### config.mk
export PLATFORM = sky130hd
export DESIGN_NAME = ocef_timing
export DESIGN_NICKNAME = d
export VERILOG_FILES = /design/src/common/ocef_pkg.sv /design/src/logic/ocef_timing.sv
export VERILOG_INCLUDE_DIRS = /design/src /design/src/common
export SDC_FILE = /design/constraint.sdc
export NUM_CORES = 1
export LEC_CHECK = 0
export CORE_UTILIZATION = 30
export CTS_CLUSTER_DIAMETER = 150
export DETAILED_ROUTE_END_ITERATION = 7
export DONT_BUFFER_PORTS = 1
export GPL_TIMING_DRIVEN = 0
export SLEW_MARGIN = 30
export SYNTH_ARGS = -nofsm -noshare
export SYNTH_HDL_FRONTEND = slang
export SYNTH_SLANG_ARGS = --single-unit
### constraint.sdc
create_clock -name clk_sys -period 7.4 [get_ports clk_sys]
set_input_delay 1.48 -clock clk_sys [delete_from_list [all_inputs] [get_ports clk_sys]]
set_output_delay 1.48 -clock clk_sys [all_outputs]
set_load 0.02 [all_outputs]
### src/common/ocef_defines.svh
// Purpose: register offsets, field positions and timing constants
// Assumes: 25 MHz system clock, word-aligned Avalon-MM registers
// Notes: all times are kept in milliseconds
`ifndef OCEF_DEFINES_SVH
`define OCEF_DEFINES_SVH
// ==========================================================
// clock and time base
`define OCEF_CLK_HZ        25000000
`define OCEF_MS_PER_S      1000
`define OCEF_MS_CYCLES     (`OCEF_CLK_HZ / `OCEF_MS_PER_S)
`define OCEF_HS_OC_START_MS 16'h0028
`define OCEF_HS_EF_START_MS 16'h0032
`define OCEF_ACC_SHIFT     6
// ==========================================================
// register word index (byte address = index * 4)
`define OCEF_R_CTRL        4'h0
`define OCEF_R_OCL_SET     4'h1
`define OCEF_R_OCL_START   4'h2
`define OCEF_R_OCL_OP      4'h3
`define OCEF_R_OCH_SET     4'h4
`define OCEF_R_OCH_OP      4'h5
`define OCEF_R_EFL_SET     4'h6
`define OCEF_R_EFL_START   4'h7
`define OCEF_R_EFL_OP      4'h8
`define OCEF_R_EFH_SET     4'h9
`define OCEF_R_EFH_OP      4'hA
`define OCEF_R_STATUS      4'hB
`define OCEF_R_MEAS_A      4'hC
`define OCEF_R_MEAS_B      4'hD
`define OCEF_R_MEAS_C      4'hE
`define OCEF_R_MEAS_N      4'hF
// ==========================================================
// control fields and reset values
`define OCEF_CTRL_OC_INV   0
`define OCEF_CTRL_EF_INV   1
`define OCEF_CTRL_OC_CRV   4:2
`define OCEF_CTRL_EF_CRV   7:5
`define OCEF_CTRL_RST      8'h00
`define OCEF_SET_RST       16'hFFFF
`define OCEF_TIME_RST      16'h0064
`endif

### src/common/ocef_pkg.sv
// Purpose: shared types of the overcurrent and earth-fault timing block
// Assumes: nothing
// Notes: codes of the curve selection match the control field
package ocef_pkg;
  // ==========================================================
  // stage sequence, one-hot
  typedef enum logic [3:0] {
    OCEF_IDLE    = 4'b0001,
    OCEF_PICKUP  = 4'b0010,
    OCEF_STARTED = 4'b0100,
    OCEF_OPER    = 4'b1000
  } ocef_state_e;
  // ==========================================================
  // inverse curve selection
  typedef enum logic [2:0] {
    OCEF_NORMAL_INV  = 3'h0,
    OCEF_VERY_INV    = 3'h1,
    OCEF_EXTREME_INV = 3'h2,
    OCEF_LONG_INV    = 3'h3,
    OCEF_VENDOR_A    = 3'h4,
    OCEF_VENDOR_B    = 3'h5
  } ocef_curve_e;
endpackage

### src/logic/ocef_timing.sv
// Purpose: start and operate timing of two overcurrent and two
//          earth-fault stages, with an Avalon-MM register slave
// Assumes: current samples arrive on clk_sys from the measuring logic
// Notes: times in ms; inverse stages integrate a curve-dependent rate
//
// How it works
// - phase and neutral samples are registered each cycle for comparators
// - low-set overcurrent picks up above setting, starts after start time
// - low-set overcurrent operates after fixed or curve-computed delay
// - high-set overcurrent picks up above its setting, starts after 40 ms
// - high-set overcurrent operates its set time after starting
// - low-set earth fault picks up on neutral, starts after start time
// - low-set earth fault operates after fixed or curve delay
// - high-set earth fault picks up on neutral, starts after 50 ms
// - high-set earth fault operates the moment its time elapses
// - each low-set stage selects definite or inverse time on its own
// - six inverse curves: normal, very, extreme, long, two vendor
// - trip outputs come straight from stages, no interlock gating
// - measured currents readable by software for display and bus
`timescale 1ns/100ps
`include "ocef_defines.svh"

// ==========================================================
// one protection stage
module ocef_stage
#(
  parameter int W = 16
)
(
  input  wire logic         clk_sys,
  input  wire logic         arst_n,
  input  wire logic         tick_ms,
  input  wire logic [W-1:0] i_meas,
  input  wire logic [W-1:0] i_set,
  input  wire logic [15:0]  start_ms,
  input  wire logic [15:0]  op_ms,
  input  wire logic         inverse,
  input  wire logic [2:0]   curve,
  output logic              start_out,
  output logic              op_out
);
  ocef_pkg::ocef_state_e state_reg;
  ocef_pkg::ocef_state_e state_next;
  logic [15:0]           cnt_reg;
  logic [23:0]           acc_reg;
  logic                  over;
  logic                  start_done;
  logic                  op_done;
  logic [7:0]            rate;
  logic [23:0]           op_goal;

  // overcurrent multiple sets the inverse rate; no divider needed
  function automatic logic [7:0] curve_rate(input logic [2:0] crv,
                                            input logic [2:0] lvl);
    logic [7:0] r;
    r = 8'h01;
    unique case (crv)
      // very: 4x per octave, held at the top rate so 16x cannot wrap to 1
      ocef_pkg::OCEF_VERY_INV:
        r = (lvl == 3'h4) ? 8'h80 : 8'h01 << (lvl * 3'h2);
      // extreme: 3-bit shift amount, 16x gives 0 - 1, that is 7
      ocef_pkg::OCEF_EXTREME_INV:
        r = 8'h01 << (lvl * 3'h2 - {2'h0, lvl >= 3'h3});
      ocef_pkg::OCEF_LONG_INV:    r = {5'h00, lvl} + 8'h01;
      ocef_pkg::OCEF_VENDOR_A:    r = {4'h0, lvl, 1'b0} + 8'h02;
      ocef_pkg::OCEF_VENDOR_B:    r = 8'h01 << (lvl + (lvl >> 1));
      default:                    r = 8'h01 << lvl;  // normal inverse
    endcase
    return r;
  endfunction

  // multiple of setting in octave steps: 1x, 2x, 4x, 8x, 16x
  always_comb
  begin
    logic [2:0] lvl;
    lvl = 3'h0;
    if ({1'b0, i_meas} >= ({1'b0, i_set} << 1))
      lvl = 3'h1;
    if ({2'b0, i_meas} >= ({2'b0, i_set} << 2))
      lvl = 3'h2;
    if ({3'b0, i_meas} >= ({3'b0, i_set} << 3))
      lvl = 3'h3;
    if ({4'b0, i_meas} >= ({4'b0, i_set} << 4))
      lvl = 3'h4;
    rate = curve_rate(curve, lvl);
  end

  assign over       = i_meas > i_set;
  assign start_done = cnt_reg >= start_ms;
  assign op_goal    = {2'b00, op_ms, {`OCEF_ACC_SHIFT{1'b0}}};
  // definite time counts ms; inverse integrates rate against op_ms * 64
  assign op_done    = inverse ? (acc_reg >= op_goal)
                              : (cnt_reg >= op_ms);

  // stage sequence; a drop-out returns to idle from any state
  always_comb
  begin
    state_next = state_reg;
    unique case (state_reg)
      ocef_pkg::OCEF_IDLE:
        if (over)
          state_next = ocef_pkg::OCEF_PICKUP;
      ocef_pkg::OCEF_PICKUP:
        if (!over)
          state_next = ocef_pkg::OCEF_IDLE;
        else if (start_done)
          state_next = ocef_pkg::OCEF_STARTED;
      ocef_pkg::OCEF_STARTED:
        if (!over)
          state_next = ocef_pkg::OCEF_IDLE;
        else if (op_done)
          state_next = ocef_pkg::OCEF_OPER;
      ocef_pkg::OCEF_OPER:
        if (!over)
          state_next = ocef_pkg::OCEF_IDLE;
      default:
        state_next = ocef_pkg::OCEF_IDLE;
    endcase
  end

  always_ff @(posedge clk_sys or negedge arst_n)
  begin
    if (!arst_n)
      state_reg <= ocef_pkg::OCEF_IDLE;
    else
      state_reg <= state_next;
  end

  // ms counter restarts on every state change
  always_ff @(posedge clk_sys or negedge arst_n)
  begin
    if (!arst_n)
      cnt_reg <= 16'h0000;
    else if (state_next != state_reg)
      cnt_reg <= 16'h0000;
    else if (tick_ms && cnt_reg != 16'hFFFF)
      cnt_reg <= cnt_reg + 16'h0001;
  end

  // inverse accumulator, only live while started
  always_ff @(posedge clk_sys or negedge arst_n)
  begin
    if (!arst_n)
      acc_reg <= 24'h00_0000;
    else if (state_reg != ocef_pkg::OCEF_STARTED)
      acc_reg <= 24'h00_0000;
    else if (tick_ms && acc_reg < 24'hFF_0000)
      acc_reg <= acc_reg + {16'h0000, rate};
  end

  // outputs registered from the next state, so they change with the state, straight from flops
  always_ff @(posedge clk_sys or negedge arst_n)
  begin
    if (!arst_n)
    begin
      start_out <= 1'b0;
      op_out    <= 1'b0;
    end
    else
    begin
      start_out <= state_next == ocef_pkg::OCEF_STARTED ||
                   state_next == ocef_pkg::OCEF_OPER;
      op_out    <= state_next == ocef_pkg::OCEF_OPER;
    end
  end

  // ==========================================================
  // checks
  start_before_op_a: assert property (
    @(posedge clk_sys) disable iff (!arst_n) op_out |-> start_out)
    else $error("operate without start");
  op_from_started_a: assert property (
    @(posedge clk_sys) disable iff (!arst_n)
    $rose(op_out) |-> $past(state_reg) == ocef_pkg::OCEF_STARTED
                      && $past(op_done) && $past(over))
    else $error("operate did not follow an expired operate time");
  start_after_time_a: assert property (
    @(posedge clk_sys) disable iff (!arst_n)
    $rose(start_out) |-> $past(state_reg) == ocef_pkg::OCEF_PICKUP
                         && $past(cnt_reg) >= $past(start_ms))
    else $error("start raised before start time");
  drop_clears_a: assert property (
    @(posedge clk_sys) disable iff (!arst_n)
    !over |=> !start_out && !op_out ##1 acc_reg == 24'h00_0000)
    else $error("stage not cleared after drop-out");
  no_pickup_low_a: assert property (
    @(posedge clk_sys) disable iff (!arst_n)
    state_reg == ocef_pkg::OCEF_IDLE && !over |=>
      state_reg == ocef_pkg::OCEF_IDLE)
    else $error("picked up below setting");
  definite_count_a: assert property (
    @(posedge clk_sys) disable iff (!arst_n)
    state_reg == ocef_pkg::OCEF_STARTED && !inverse && over
      && cnt_reg < op_ms |=> !op_out)
    else $error("definite operate too early");
endmodule

`timescale 1ns/100ps
// ==========================================================
// top: four stages and the register slave
module ocef_timing
#(
  parameter int W           = 16,
  parameter int TICK_CYCLES = `OCEF_MS_CYCLES
)
(
  input  wire logic         clk_sys,
  input  wire logic         arst_n,
  input  wire logic [W-1:0] meas_a,
  input  wire logic [W-1:0] meas_b,
  input  wire logic [W-1:0] meas_c,
  input  wire logic [W-1:0] meas_n,
  input  wire logic [5:0]   address,
  input  wire logic         read,
  input  wire logic         write,
  input  wire logic [31:0]  writedata,
  input  wire logic [3:0]   byteenable,
  output logic [31:0]       readdata,
  output logic              waitrequest,
  output logic              oc_lo_start,
  output logic              oc_lo_trip,
  output logic              oc_hi_start,
  output logic              oc_hi_trip,
  output logic              ef_lo_start,
  output logic              ef_lo_trip,
  output logic              ef_hi_start,
  output logic              ef_hi_trip
);
  logic [W-1:0]  a_reg, b_reg, c_reg, n_reg, max_reg;
  logic [7:0]    ctrl_reg;
  logic [15:0]   cfg_reg [1:10];
  logic [31:0]   tick_cnt_reg;
  logic          tick_reg;
  logic [3:0]    idx;
  logic          wr_ok;
  logic [31:0]   rd_next;
  logic [7:0]    status;

  assign idx   = address[5:2];
  assign wr_ok = write && !waitrequest;

  // samples and phase maximum; samples one cycle of latency, maximum one more
  always_ff @(posedge clk_sys or negedge arst_n)
  begin
    if (!arst_n)
    begin
      a_reg   <= '0;
      b_reg   <= '0;
      c_reg   <= '0;
      n_reg   <= '0;
      max_reg <= '0;
    end
    else
    begin
      a_reg   <= meas_a;
      b_reg   <= meas_b;
      c_reg   <= meas_c;
      n_reg   <= meas_n;
      max_reg <= (a_reg > b_reg) ? ((a_reg > c_reg) ? a_reg : c_reg)
                                 : ((b_reg > c_reg) ? b_reg : c_reg);
    end
  end

  // 1 ms enable from the system clock
  always_ff @(posedge clk_sys or negedge arst_n)
  begin
    if (!arst_n)
    begin
      tick_cnt_reg <= 32'h0000_0000;
      tick_reg     <= 1'b0;
    end
    else
    begin
      tick_reg <= tick_cnt_reg == 32'(TICK_CYCLES - 1);
      if (tick_cnt_reg == 32'(TICK_CYCLES - 1))
        tick_cnt_reg <= 32'h0000_0000;
      else
        tick_cnt_reg <= tick_cnt_reg + 32'h0000_0001;
    end
  end

  // ==========================================================
  // register file; low byte lane carries control, two lanes settings
  always_ff @(posedge clk_sys or negedge arst_n)
  begin
    if (!arst_n)
    begin
      ctrl_reg <= `OCEF_CTRL_RST;
      for (int i = 1; i <= 10; i++)
        cfg_reg[i] <= (i == 1 || i == 4 || i == 6 || i == 9)
                      ? `OCEF_SET_RST : `OCEF_TIME_RST;
    end
    else if (wr_ok)
    begin
      if (idx == `OCEF_R_CTRL && byteenable[0])
        ctrl_reg <= writedata[7:0];
      else if (idx >= `OCEF_R_OCL_SET && idx <= `OCEF_R_EFH_OP)
      begin
        if (byteenable[0])
          cfg_reg[idx][7:0]  <= writedata[7:0];
        if (byteenable[1])
          cfg_reg[idx][15:8] <= writedata[15:8];
      end
    end
  end

  assign status = {ef_hi_trip, ef_hi_start, ef_lo_trip, ef_lo_start,
                   oc_hi_trip, oc_hi_start, oc_lo_trip, oc_lo_start};

  // read mux; status and measured values are read-only
  always_comb
  begin
    rd_next = 32'h0000_0000;
    unique case (idx)
      `OCEF_R_CTRL:   rd_next = {24'h00_0000, ctrl_reg};
      `OCEF_R_STATUS: rd_next = {24'h00_0000, status};
      `OCEF_R_MEAS_A: rd_next = 32'(a_reg);
      `OCEF_R_MEAS_B: rd_next = 32'(b_reg);
      `OCEF_R_MEAS_C: rd_next = 32'(c_reg);
      `OCEF_R_MEAS_N: rd_next = 32'(n_reg);
      default:        rd_next = {16'h0000, cfg_reg[idx]};
    endcase
  end

  // one wait cycle: waitrequest drops for exactly one cycle per request
  always_ff @(posedge clk_sys or negedge arst_n)
  begin
    if (!arst_n)
    begin
      waitrequest <= 1'b1;
      readdata    <= 32'h0000_0000;
    end
    else
    begin
      waitrequest <= !((read || write) && waitrequest);
      if (read && waitrequest)
        readdata <= rd_next;
    end
  end

  // ==========================================================
  // stages; trips leave the block with no gating of any kind
  ocef_stage #(.W(W)) u_oc_lo (
    .clk_sys(clk_sys), .arst_n(arst_n), .tick_ms(tick_reg),
    .i_meas(max_reg), .i_set(cfg_reg[`OCEF_R_OCL_SET]),
    .start_ms(cfg_reg[`OCEF_R_OCL_START]),
    .op_ms(cfg_reg[`OCEF_R_OCL_OP]),
    .inverse(ctrl_reg[`OCEF_CTRL_OC_INV]),
    .curve(ctrl_reg[`OCEF_CTRL_OC_CRV]),
    .start_out(oc_lo_start), .op_out(oc_lo_trip));
  ocef_stage #(.W(W)) u_oc_hi (
    .clk_sys(clk_sys), .arst_n(arst_n), .tick_ms(tick_reg),
    .i_meas(max_reg), .i_set(cfg_reg[`OCEF_R_OCH_SET]),
    .start_ms(`OCEF_HS_OC_START_MS),
    .op_ms(cfg_reg[`OCEF_R_OCH_OP]),
    .inverse(1'b0), .curve(3'h0),
    .start_out(oc_hi_start), .op_out(oc_hi_trip));
  ocef_stage #(.W(W)) u_ef_lo (
    .clk_sys(clk_sys), .arst_n(arst_n), .tick_ms(tick_reg),
    .i_meas(n_reg), .i_set(cfg_reg[`OCEF_R_EFL_SET]),
    .start_ms(cfg_reg[`OCEF_R_EFL_START]),
    .op_ms(cfg_reg[`OCEF_R_EFL_OP]),
    .inverse(ctrl_reg[`OCEF_CTRL_EF_INV]),
    .curve(ctrl_reg[`OCEF_CTRL_EF_CRV]),
    .start_out(ef_lo_start), .op_out(ef_lo_trip));
  ocef_stage #(.W(W)) u_ef_hi (
    .clk_sys(clk_sys), .arst_n(arst_n), .tick_ms(tick_reg),
    .i_meas(n_reg), .i_set(cfg_reg[`OCEF_R_EFH_SET]),
    .start_ms(`OCEF_HS_EF_START_MS),
    .op_ms(cfg_reg[`OCEF_R_EFH_OP]),
    .inverse(1'b0), .curve(3'h0),
    .start_out(ef_hi_start), .op_out(ef_hi_trip));

  // ==========================================================
  // checks
  bus_one_wait_a: assert property (
    @(posedge clk_sys) disable iff (!arst_n)
    !waitrequest |=> waitrequest)
    else $error("waitrequest low for more than one cycle");
  tick_period_a: assert property (
    @(posedge clk_sys) disable iff (!arst_n)
    tick_reg |=> !tick_reg)
    else $error("tick wider than one cycle");
  meas_readback_a: assert property (
    @(posedge clk_sys) disable iff (!arst_n)
    read && waitrequest && idx == `OCEF_R_MEAS_N
      |=> readdata == 32'($past(n_reg)))
    else $error("neutral reading wrong");
  hs_start_fixed_a: assert property (
    @(posedge clk_sys) disable iff (!arst_n)
    $rose(ef_hi_start) |-> $past(u_ef_hi.cnt_reg) >= `OCEF_HS_EF_START_MS)
    else $error("high-set earth fault started early");
endmodule

==> results of run 1 <==
-- power by group through the flow --
stage / Combinational, mW / Clock [mW] / Sequential [mW]
after global placement: 1.86 / 0 / 3.05
after floorplan: 1.40 / 0 / 2.89
after global routing: 2.18 / 2.73 / 3.04
after detailed placement: 1.91 / 0 / 3.05
after CTS: 1.93 / 2.64 / 3.01
final: 1.95 / 2.60 / 3.03
-- synthesized netlist by cell type, types with 10 or more instances --
master     count
a2111oi_0     11
a211oi_1      50
a21o_1        92
a21oi_1      139
a221oi_1      18
a22oi_1       47
a31oi_1       12
and3_1        27
and4_1        15
buf_4         16
clkbuf_1     106
dfrtp_1      347
dfstp_2       87
ha_1         385
inv_1        243
mux2_2        57
mux2i_1       24
mux4_2        16
nand2_1      282
nand2b_1      30
nand3_1       82
nand3b_1      10
nand4_1       72
nor2_1       251
nor2b_1       37
nor3_1        41
nor4_1        29
o211ai_1      12
o21a_1        32
o21ai_0      221
o31ai_1       26
or3_1         21
xnor2_1       61
xor2_1        64
-- what timing repair did --
item	4_1_cts	5_1_grt
gates resized for setup	0	5
endpoints found under the hold margin	0	0
setup endpoints to repair	0	13
-- cells by family after synthesis --
family,Yosys count
AND/OR/NAND/NOR,941
AO/OA/AOI/OAI,761
flip-flops,434
adder cells (fa/ha/maj),387
buffers and inverters,374
XOR/XNOR,125
multiplexers,97
other,1
-- metal layers --
metal / vias to the layer above / share of wire (%)
li1: 11352 / -
met1: 11755 / 45
met2: 718 / 44
met3: 170 / 6.8
met4: 12 / 3.6
met5: - / 0.082
-- per-stage QoR --
stage | instances | area (sq um) | setup WS [ps] | util [%] | hold WS (ps)
CTS | 4494 | 32490 | 449.5 | 33.99 | 478.5
global placement | 4400 | 30750 | 484.3 | 32.18 | 466.5
finish | 4494 | 32500 | 672.3 | 34.01 | 478.4
global route | 4494 | 32500 | 47.62 | 34.01 | 507.6
detailed placement | 4401 | 30790 | 487.0 | 32.22 | 461.9
floorplan | 3135 | 29170 | 1690 | - | 442.6
-- cell type report --
class | instances | share of cell area [%]
clock buffer | 61 | 4.227
inverter | 244 | 2.818
multi-input combinational | 2327 | 51.61
timing repair buffer | 1 | 0.02310
sequential | 434 | 33.75
buffer | 130 | 1.713
tap | 1265 | 4.870
clock inverter | 32 | 0.9893
-- cells in the final DEF (no fill, tap or decap), drive strengths merged, types with 24 or more instances in the layout --
master,instances
a211oi,50
mux2i,24
mux2,57
dfstp,87
a21oi,139
a22oi,47
and3,27
nand2b,30
nand4,72
ha,385
o21ai,227
nor2,252
nand3,82
nand2,282
nor2b,37
xnor2,61
dfrtp,347
o21a,32
buf,25
nor3,43
clkbuf,167
nor4,29
inv,250
xor2,64
a21o,92
o31ai,26
-- critical path: cells and delay by family (launching register included) --
| kind | cells | cell delay (ps) |
|---|---|---|
| simple gates | 6 | 1190 |
| flops | 1 | 530 |
| buf+inv | 4 | 430 |
| fa+ha+maj | 5 | 1330 |
| compound gates | 13 | 3170 |
-- final timing paths --
check,start,endpoint,slack [ps],cells past startpoint
max in group asynchronous,arst_n,tick_cnt_reg[14],5810,0
max reg2reg,cfg_reg[151],u_oc_lo.acc_reg[18],670,28
min in group asynchronous,arst_n,u_ef_hi.op_out,660,0
max,cfg_reg[151],u_oc_lo.acc_reg[18],670,28
min,tick_cnt_reg[31],tick_cnt_reg[31],480,1
min reg2reg,tick_cnt_reg[31],tick_cnt_reg[31],480,1
==> metrics.cfg, run 1 <==
[setup_path]
criticalPathCategory=register to register
crit_slowest_cell=a2111oi_0
worst_path_largest_cell_delay_ps=570
worst-path-max-fanout=8
cp.required_ps=7930
critPathArrivalTime_ps=7260
cp-end-kind=register
kind_of_launch_point_of_the_worst_setup_path=register
critPathMostFrequentCell=ha_1

[routing]
vias=24007
wire_per_inst_um=20.81
route.detailed.vias_per_inst=5.342
drcViolationCount=0
detailedRoute.firstPassIterationCount=6
drt_first_iter_violations=2066
drtAntennaViolNets=0
drt-total-wl_mm=93.50

[outcome]
status=finished clean

[logic_synthesis]
syn-mean-instance-area_sq_um=9.331
synthSimpleGateAreaFrac_pct=15.56
yosys.cell_types.count=88
synth_enable_flop_cells=0
synth_top_area_share_pct=29.83
most_area_consuming_cells_after_synthesis=dfrtp_1 (30%), ha_1 (17%), dfstp_2 (7.9%), o21ai_0 (3.8%), nand2_1 (3.6%)
synth.cell_area_sq_um=29110
share_of_the_synthesized_netlist_area_taken_by_xor_and_xnor_gates_pct=3.761
async_reset_ff_share_pct=100.0
synth-compound-area-share_pct=17.01
synth.area.mux_share_pct=4.268
main_combinational_cell_family_by_area_after_synthesis=compound AO/OA/AOI/OAI gates
post_synth_fa_ha_maj_area_fraction_pct=16.68
synthDominantAreaCellType=dfrtp_1
yosys_warnings=0
synthCells=3120
ys.flop_type=dfrtp_1
synth-seq-cells=434
seq_area_frac_synth_pct=37.68

[floorplan]
top_level_ports=151
placement_rows=113
core_area_sq_um=95580
initial_core_util_pct=30.46
floorplan.die.width_um=313.5
chipHeight_um=313.5
die_area_sq_um=98290

[global_routing]
grt.met1_usage_pct=25.95
groute.usage.overall_pct=18.76
groute.layer.met2.usage_pct=29.37
grt_max_degree=435
grt_remaining_overflow=0
grt_pass1_vias=23047
groute.layer.met3.usage_pct=3.332
global_route_wire_length_before_repair_mm=141.5
globalRoute.busiestLayer=met2
grt_antenna_before_repair=7

[clock_tree]
cts.root.buffer_cell=clkbuf_16
cts_buffers=50
cts_htree_levels=2
cts_hold_repair.buffers=0
cts.sink_count=434
worstSkewPairLatency_ps=610
cts.reportedPaths.clkPinSlew_ps=70
maximum_clock_insertion_buffer_count=3
postCtsSetupRepairBufs=0
tritoncts=yes

[timing]
layout_worst_path_cycle_share_pct=90.92
worst_clock_skew_ps=26.29
setup_viol_count_final=0
final_period_minus_worst_setup_slack_ps=6728
max-slew-margin-rel_pct=16.36
timing_max_transition_violations_final=0
fin_setup_tns_ps=0
achievable-frequency_ghz=0.1486
final-hold-violation-count=0
tightestPinTransition_ps=1255
setup_repair_after_global_routing_missed_its_margin=no

[layout]
layout-drive-gt1-share_pct=9.415
area.sequential_sq_um=10970
design.final.nets=3685
largest_register_ff_count=160
nFillCells=9845
diodes=0
syn_to_final_growth_pct=11.64
area_occupied_by_multi_input_gates_sq_um=16770

[power_and_ir_drop]
seq_power_share_pct=39.9
peakVddDrop_v=0.0001694
power_frac_clock_pct=34.3
pwr_density_cell_nw_per_um2=233.0
power.leakage_nw=15.00
power_report.internal_total_mw=4.922
p_total_mw=7.573
netSwitchingPower_mw=2.652
share_of_total_power_consumed_by_net_switching_pct=35.01
comb_power_share_pct=25.7

[job]
maxCapViolations=0

[place]
gp_routability_congestion=0.9862
hpwl_mm=70.85
port_buffers=0

[worst_hold_path]
min_path_type=register to register

Note: power is estimated with default switching activity, not from simulation.
==> run 2: changes to the inputs <==
Settings changed: BUFFER_PORTS_ARGS from default to -buffer_cell sky130_fd_sc_hd__buf_4, DONT_BUFFER_PORTS 1 to default.
==> metrics.cfg, run 2 (synthesized netlist as in run 1, its figures left out) <==
[outcome]
status=finished clean

[layout]
most-common-layout-cells=ha_1 (385), dfrtp_1 (347), nand2_1 (282)
syn_to_final_growth_pct=15.34
diodes=0
stdcell_count=4603
largest_register_ff_count=160
design.final.nets=3794
utilization_pct=35.13
layout-drive-gt1-share_pct=12.22
final_common_cell=ha_1

[worst_hold_path]
min_delay_path_depth=1
min_path_type=register to register

[routing]
vias=24363
drt-total-wl_mm=94.24
route.detailed.vias_per_inst=5.293
drtAntennaViolNets=0
wire_per_inst_um=20.47
drt_first_iter_violations=2039
detailedRoute.firstPassIterationCount=5
drcViolationCount=0

[clock_tree]
cts.reportedPaths.clkPinSlew_ps=60
maximum_clock_insertion_buffer_count=3
worstSkewPairLatency_ps=610
cts.root.buffer_cell=clkbuf_16
tritoncts=yes
cts_buffers=50
postCtsSetupRepairBufs=0
cts_htree_levels=2
cts.sink_count=434

[place]
port_buffers=102
gp_routability_congestion=0.9551
dpl_cells=4509
hpwl_mm=72.29

[global_routing]
grt_max_degree=83
grt_antenna_before_repair=7
grt_pass1_vias=23606
grt_remaining_overflow=0
global_route_wire_length_before_repair_mm=143.4
groute.usage.overall_pct=18.97

[setup_path]
r2r_cells=27
worst_path_largest_cell_delay_ps=570
reg_to_reg_setup_timing_slack_ps=600
criticalPathCategory=register to register
critPathArrivalTime_ps=7330
cp-end-kind=register
worst-path-max-fanout=8
critPathMostFrequentCell=ha_1
crit_slowest_cell=dfstp_2
kind_of_launch_point_of_the_worst_setup_path=register
cp.required_ps=7930

[floorplan]
initial_core_util_pct=30.46
placement_rows=113
floorplan.die.width_um=313.5
core_area_sq_um=95580
die_area_sq_um=98290
chipHeight_um=313.5
top_level_ports=151

[job]
maxCapViolations=0

[timing]
fin_setup_tns_ps=0
worst_clock_skew_ps=22.47
setup_repair_after_global_routing_missed_its_margin=no
setup_viol_count_final=0
timing_max_transition_violations_final=0
tightestPinTransition_ps=1080
achievable-frequency_ghz=0.1470
max-slew-margin-rel_pct=27.98
final-hold-violation-count=0
layout_worst_path_cycle_share_pct=91.90
final_period_minus_worst_setup_slack_ps=6801

[power_and_ir_drop]
pwr_density_cell_nw_per_um2=234.1
peakVddDrop_v=0.0001826
p_total_mw=7.861
power.leakage_nw=15.62

==> run 2: changes by cell type in the layout (fill, tap and decap cells not counted), moves of 2 or more <==
cell and change:
buf_16 +6, bufinv_16 +5, buf_4 +101, clkbuf_8 +3, inv_8 -4, clkinv_2 -7, inv_6 -2, clkbuf_1 +5
==> run 2: final timing paths <==
check	end	startpoint
max reg2reg	u_oc_lo.acc_reg[22]	cfg_reg[145]
min reg2reg	tick_cnt_reg[31]	tick_cnt_reg[31]
min in group asynchronous	tick_cnt_reg[7]	arst_n
max in group asynchronous	cfg_reg[98]	arst_n
min	tick_cnt_reg[31]	tick_cnt_reg[31]
max	u_oc_lo.acc_reg[22]	cfg_reg[145]
==> run 2: metrics by stage <==
step | setup WS, ps | hold slack, ps | instance area (sq um)
global placement | 179.6 | 462.5 | 31520
floorplan | 1690 | 442.6 | 29170
finish | 599.0 | 470.5 | 33580
CTS | 507.2 | 477.0 | 33550
global route | 88.23 | 494.9 | 33580
detailed placement | 604.8 | 462.1 | 31730
==> run 2: cell type report <==
class	count	area, sq um
clock buffers	68	1441
plain buffers	130	556.8
flip-flops and latches	434	10970
fillers	9836	62000
repair buffers	110	959.7
multi-input cells	2327	16770
well taps	1265	1583
inverters	244	915.9
clock inverters	25	381.6
==> run 2: critical path, delay by kind of cell, from the launching register on <==
family	cells	cell delay, ps
compound gates	14	3500
fa+ha+maj	5	1350
simple gates	5	940
buf+inv	3	360
flops	1	570
==> run 2: routing by layer <==
metal	part of all wire, %	GRT usage (%)
met1	46	26.55
met5	0.072	0
met4	2.8	5.643
met2	45	29.94
met3	6.4	3.114
==> run 2: report_power, final <==
| part | leakage [nW] | internal (mW) | switching [mW] |
|---|---|---|---|
| logic | 9.44 | 0.811 | 1.28 |
| registers | 5.31 | 2.69 | 0.310 |
| clock network | 0.868 | 1.68 | 1.08 |
| total | 15.6 | 5.19 | 2.67 |
==> run 2: timing repair <==
action | 4_1_cts | 5_1_grt
resized for setup | 0 | 3
hold buffers | 0 | 0
setup endpoints to repair | 0 | 5
==> run 3: changes to the inputs <==
Settings changed: CORE_ASPECT_RATIO from default to 0.75.
==> metrics.cfg, run 3 (synthesized netlist as in run 1, its figures left out) <==
[layout]
syn_to_final_growth_pct=14.87
largest_register_ff_count=160
design.final.nets=3790
most-common-layout-cells=ha_1 (385), dfrtp_1 (347), nand2_1 (282)
area_occupied_by_multi_input_gates_sq_um=16780
nFillCells=9763
area.sequential_sq_um=10970
layout-drive-gt1-share_pct=11.94
final_common_cell=ha_1

[clock_tree]
cts_htree_levels=2
tritoncts=yes
cts.root.buffer_cell=clkbuf_16
cts.sink_count=434
maximum_clock_insertion_buffer_count=3
cts.reportedPaths.clkPinSlew_ps=60
cts_hold_repair.buffers=0
cts_buffers=48
worstSkewPairLatency_ps=620

[floorplan]
floorplan.die.width_um=361.7
top_level_ports=151
initial_core_util_pct=30.40
placement_rows=98
die_area_sq_um=98310
chipHeight_um=271.8
core_area_sq_um=95760

[outcome]
status=finished clean

[global_routing]
groute.usage.overall_pct=19.18
grt.met1_usage_pct=28.66
groute.layer.met3.usage_pct=5.451
grt_remaining_overflow=0
grt_pass1_vias=23225
grt_max_degree=88
globalRoute.busiestLayer=met1
global_route_wire_length_before_repair_mm=144.6
grt_antenna_before_repair=5
groute.layer.met2.usage_pct=26.42

[timing]
setup_viol_count_final=0
tightestPinTransition_ps=1036
layout_worst_path_cycle_share_pct=93.87
setup_repair_after_global_routing_missed_its_margin=no
final-hold-violation-count=0
achievable-frequency_ghz=0.1440
worst_clock_skew_ps=28.40
timing_max_transition_violations_final=0
max-slew-margin-rel_pct=30.96
final_period_minus_worst_setup_slack_ps=6947
setup_ws_ps=453.4
fin_setup_tns_ps=0

[setup_path]
worst-path-max-fanout=8
cp.required_ps=7940
reg2reg_from=cfg_reg[151]
kind_of_launch_point_of_the_worst_setup_path=register
crit_slowest_cell=a2111oi_0
cp-end-kind=register
criticalPathCategory=register to register
critPathMostFrequentCell=ha_1
worst_path_largest_cell_delay_ps=530
critPathArrivalTime_ps=7490
crit_family=compound AO/OA/AOI/OAI gates
crit_path_start=cfg_reg[151]
worstPathBufferInverterCount=4

[routing]
drcViolationCount=0
route.detailed.vias_per_inst=5.269
wire_per_inst_um=20.61
drt-total-wl_mm=95.53
drt_first_iter_violations=2330
drtAntennaViolNets=0
detailedRoute.firstPassIterationCount=6
vias=24422

[worst_hold_path]
min_path_type=register to register
min_from=readdata[11]

[power_and_ir_drop]
pwr_density_cell_nw_per_um2=231.1
peakVddDrop_v=0.0001817
power.leakage_nw=15.53

[place]
port_buffers=102
gp_routability_congestion=0.9904
hpwl_mm=73.77
pre_cts_ws_ps=437.0

[job]
maxCapViolations=0

==> run 3: path summary, 6_finish.rpt <==
check,to,slack (ps),cells past startpoint
max,u_oc_lo.acc_reg[18],450,28
min,readdata[11],480,1
max reg2reg,u_oc_lo.acc_reg[18],450,28
min reg2reg,readdata[11],480,1
max in group asynchronous,cfg_reg[150],4900,4
min in group asynchronous,tick_cnt_reg[17],820,1
==> run 3: per-stage QoR <==
step                      power, mW  cell area [sq um]  util (%)  instances  hold WS, ps
after CTS                     7.735              33410     34.89       4633        478.0
after floorplan               4.291              29170         -       3135        442.6
final                         7.728              33440     34.92       4635        479.5
after global routing          8.142              33440     34.92       4633        486.6
after global placement        5.034              31560     32.96       4537        462.9
after detailed placement      5.104              31730     33.14       4543        466.5
==> run 3: final cells by class <==
| cell class | instances | area share (%) |
|---|---|---|
| multi-input combinational | 2327 | 50.17 |
| sequential | 434 | 32.80 |
| tap | 1300 | 4.864 |
| clock buffer | 72 | 4.258 |
| timing repair buffer | 108 | 2.739 |
| inverter | 244 | 2.739 |
| buffer | 130 | 1.661 |
| clock inverter | 18 | 0.7520 |
| antenna | 2 | 0.01497 |
==> run 3: metal layers <==
metal	share of wire [%]	up-vias
li1	-	11568
met1	48	11846
met2	40	876
met3	10	130
met4	2.6	2
met5	0.012	-
==> run 3: timing repair <==
item	4_1_cts	5_1_grt
resized for setup	0	5
setup buffers	0	0
setup endpoints to repair	0	10
==> run 3: power by group <==
part / leakage (nW) / internal [mW] / switching [mW]
Sequential: 5.31 / 2.69 / 0.313
Combinational: 9.41 / 0.811 / 1.31
Clock: 0.814 / 1.51 / 1.09
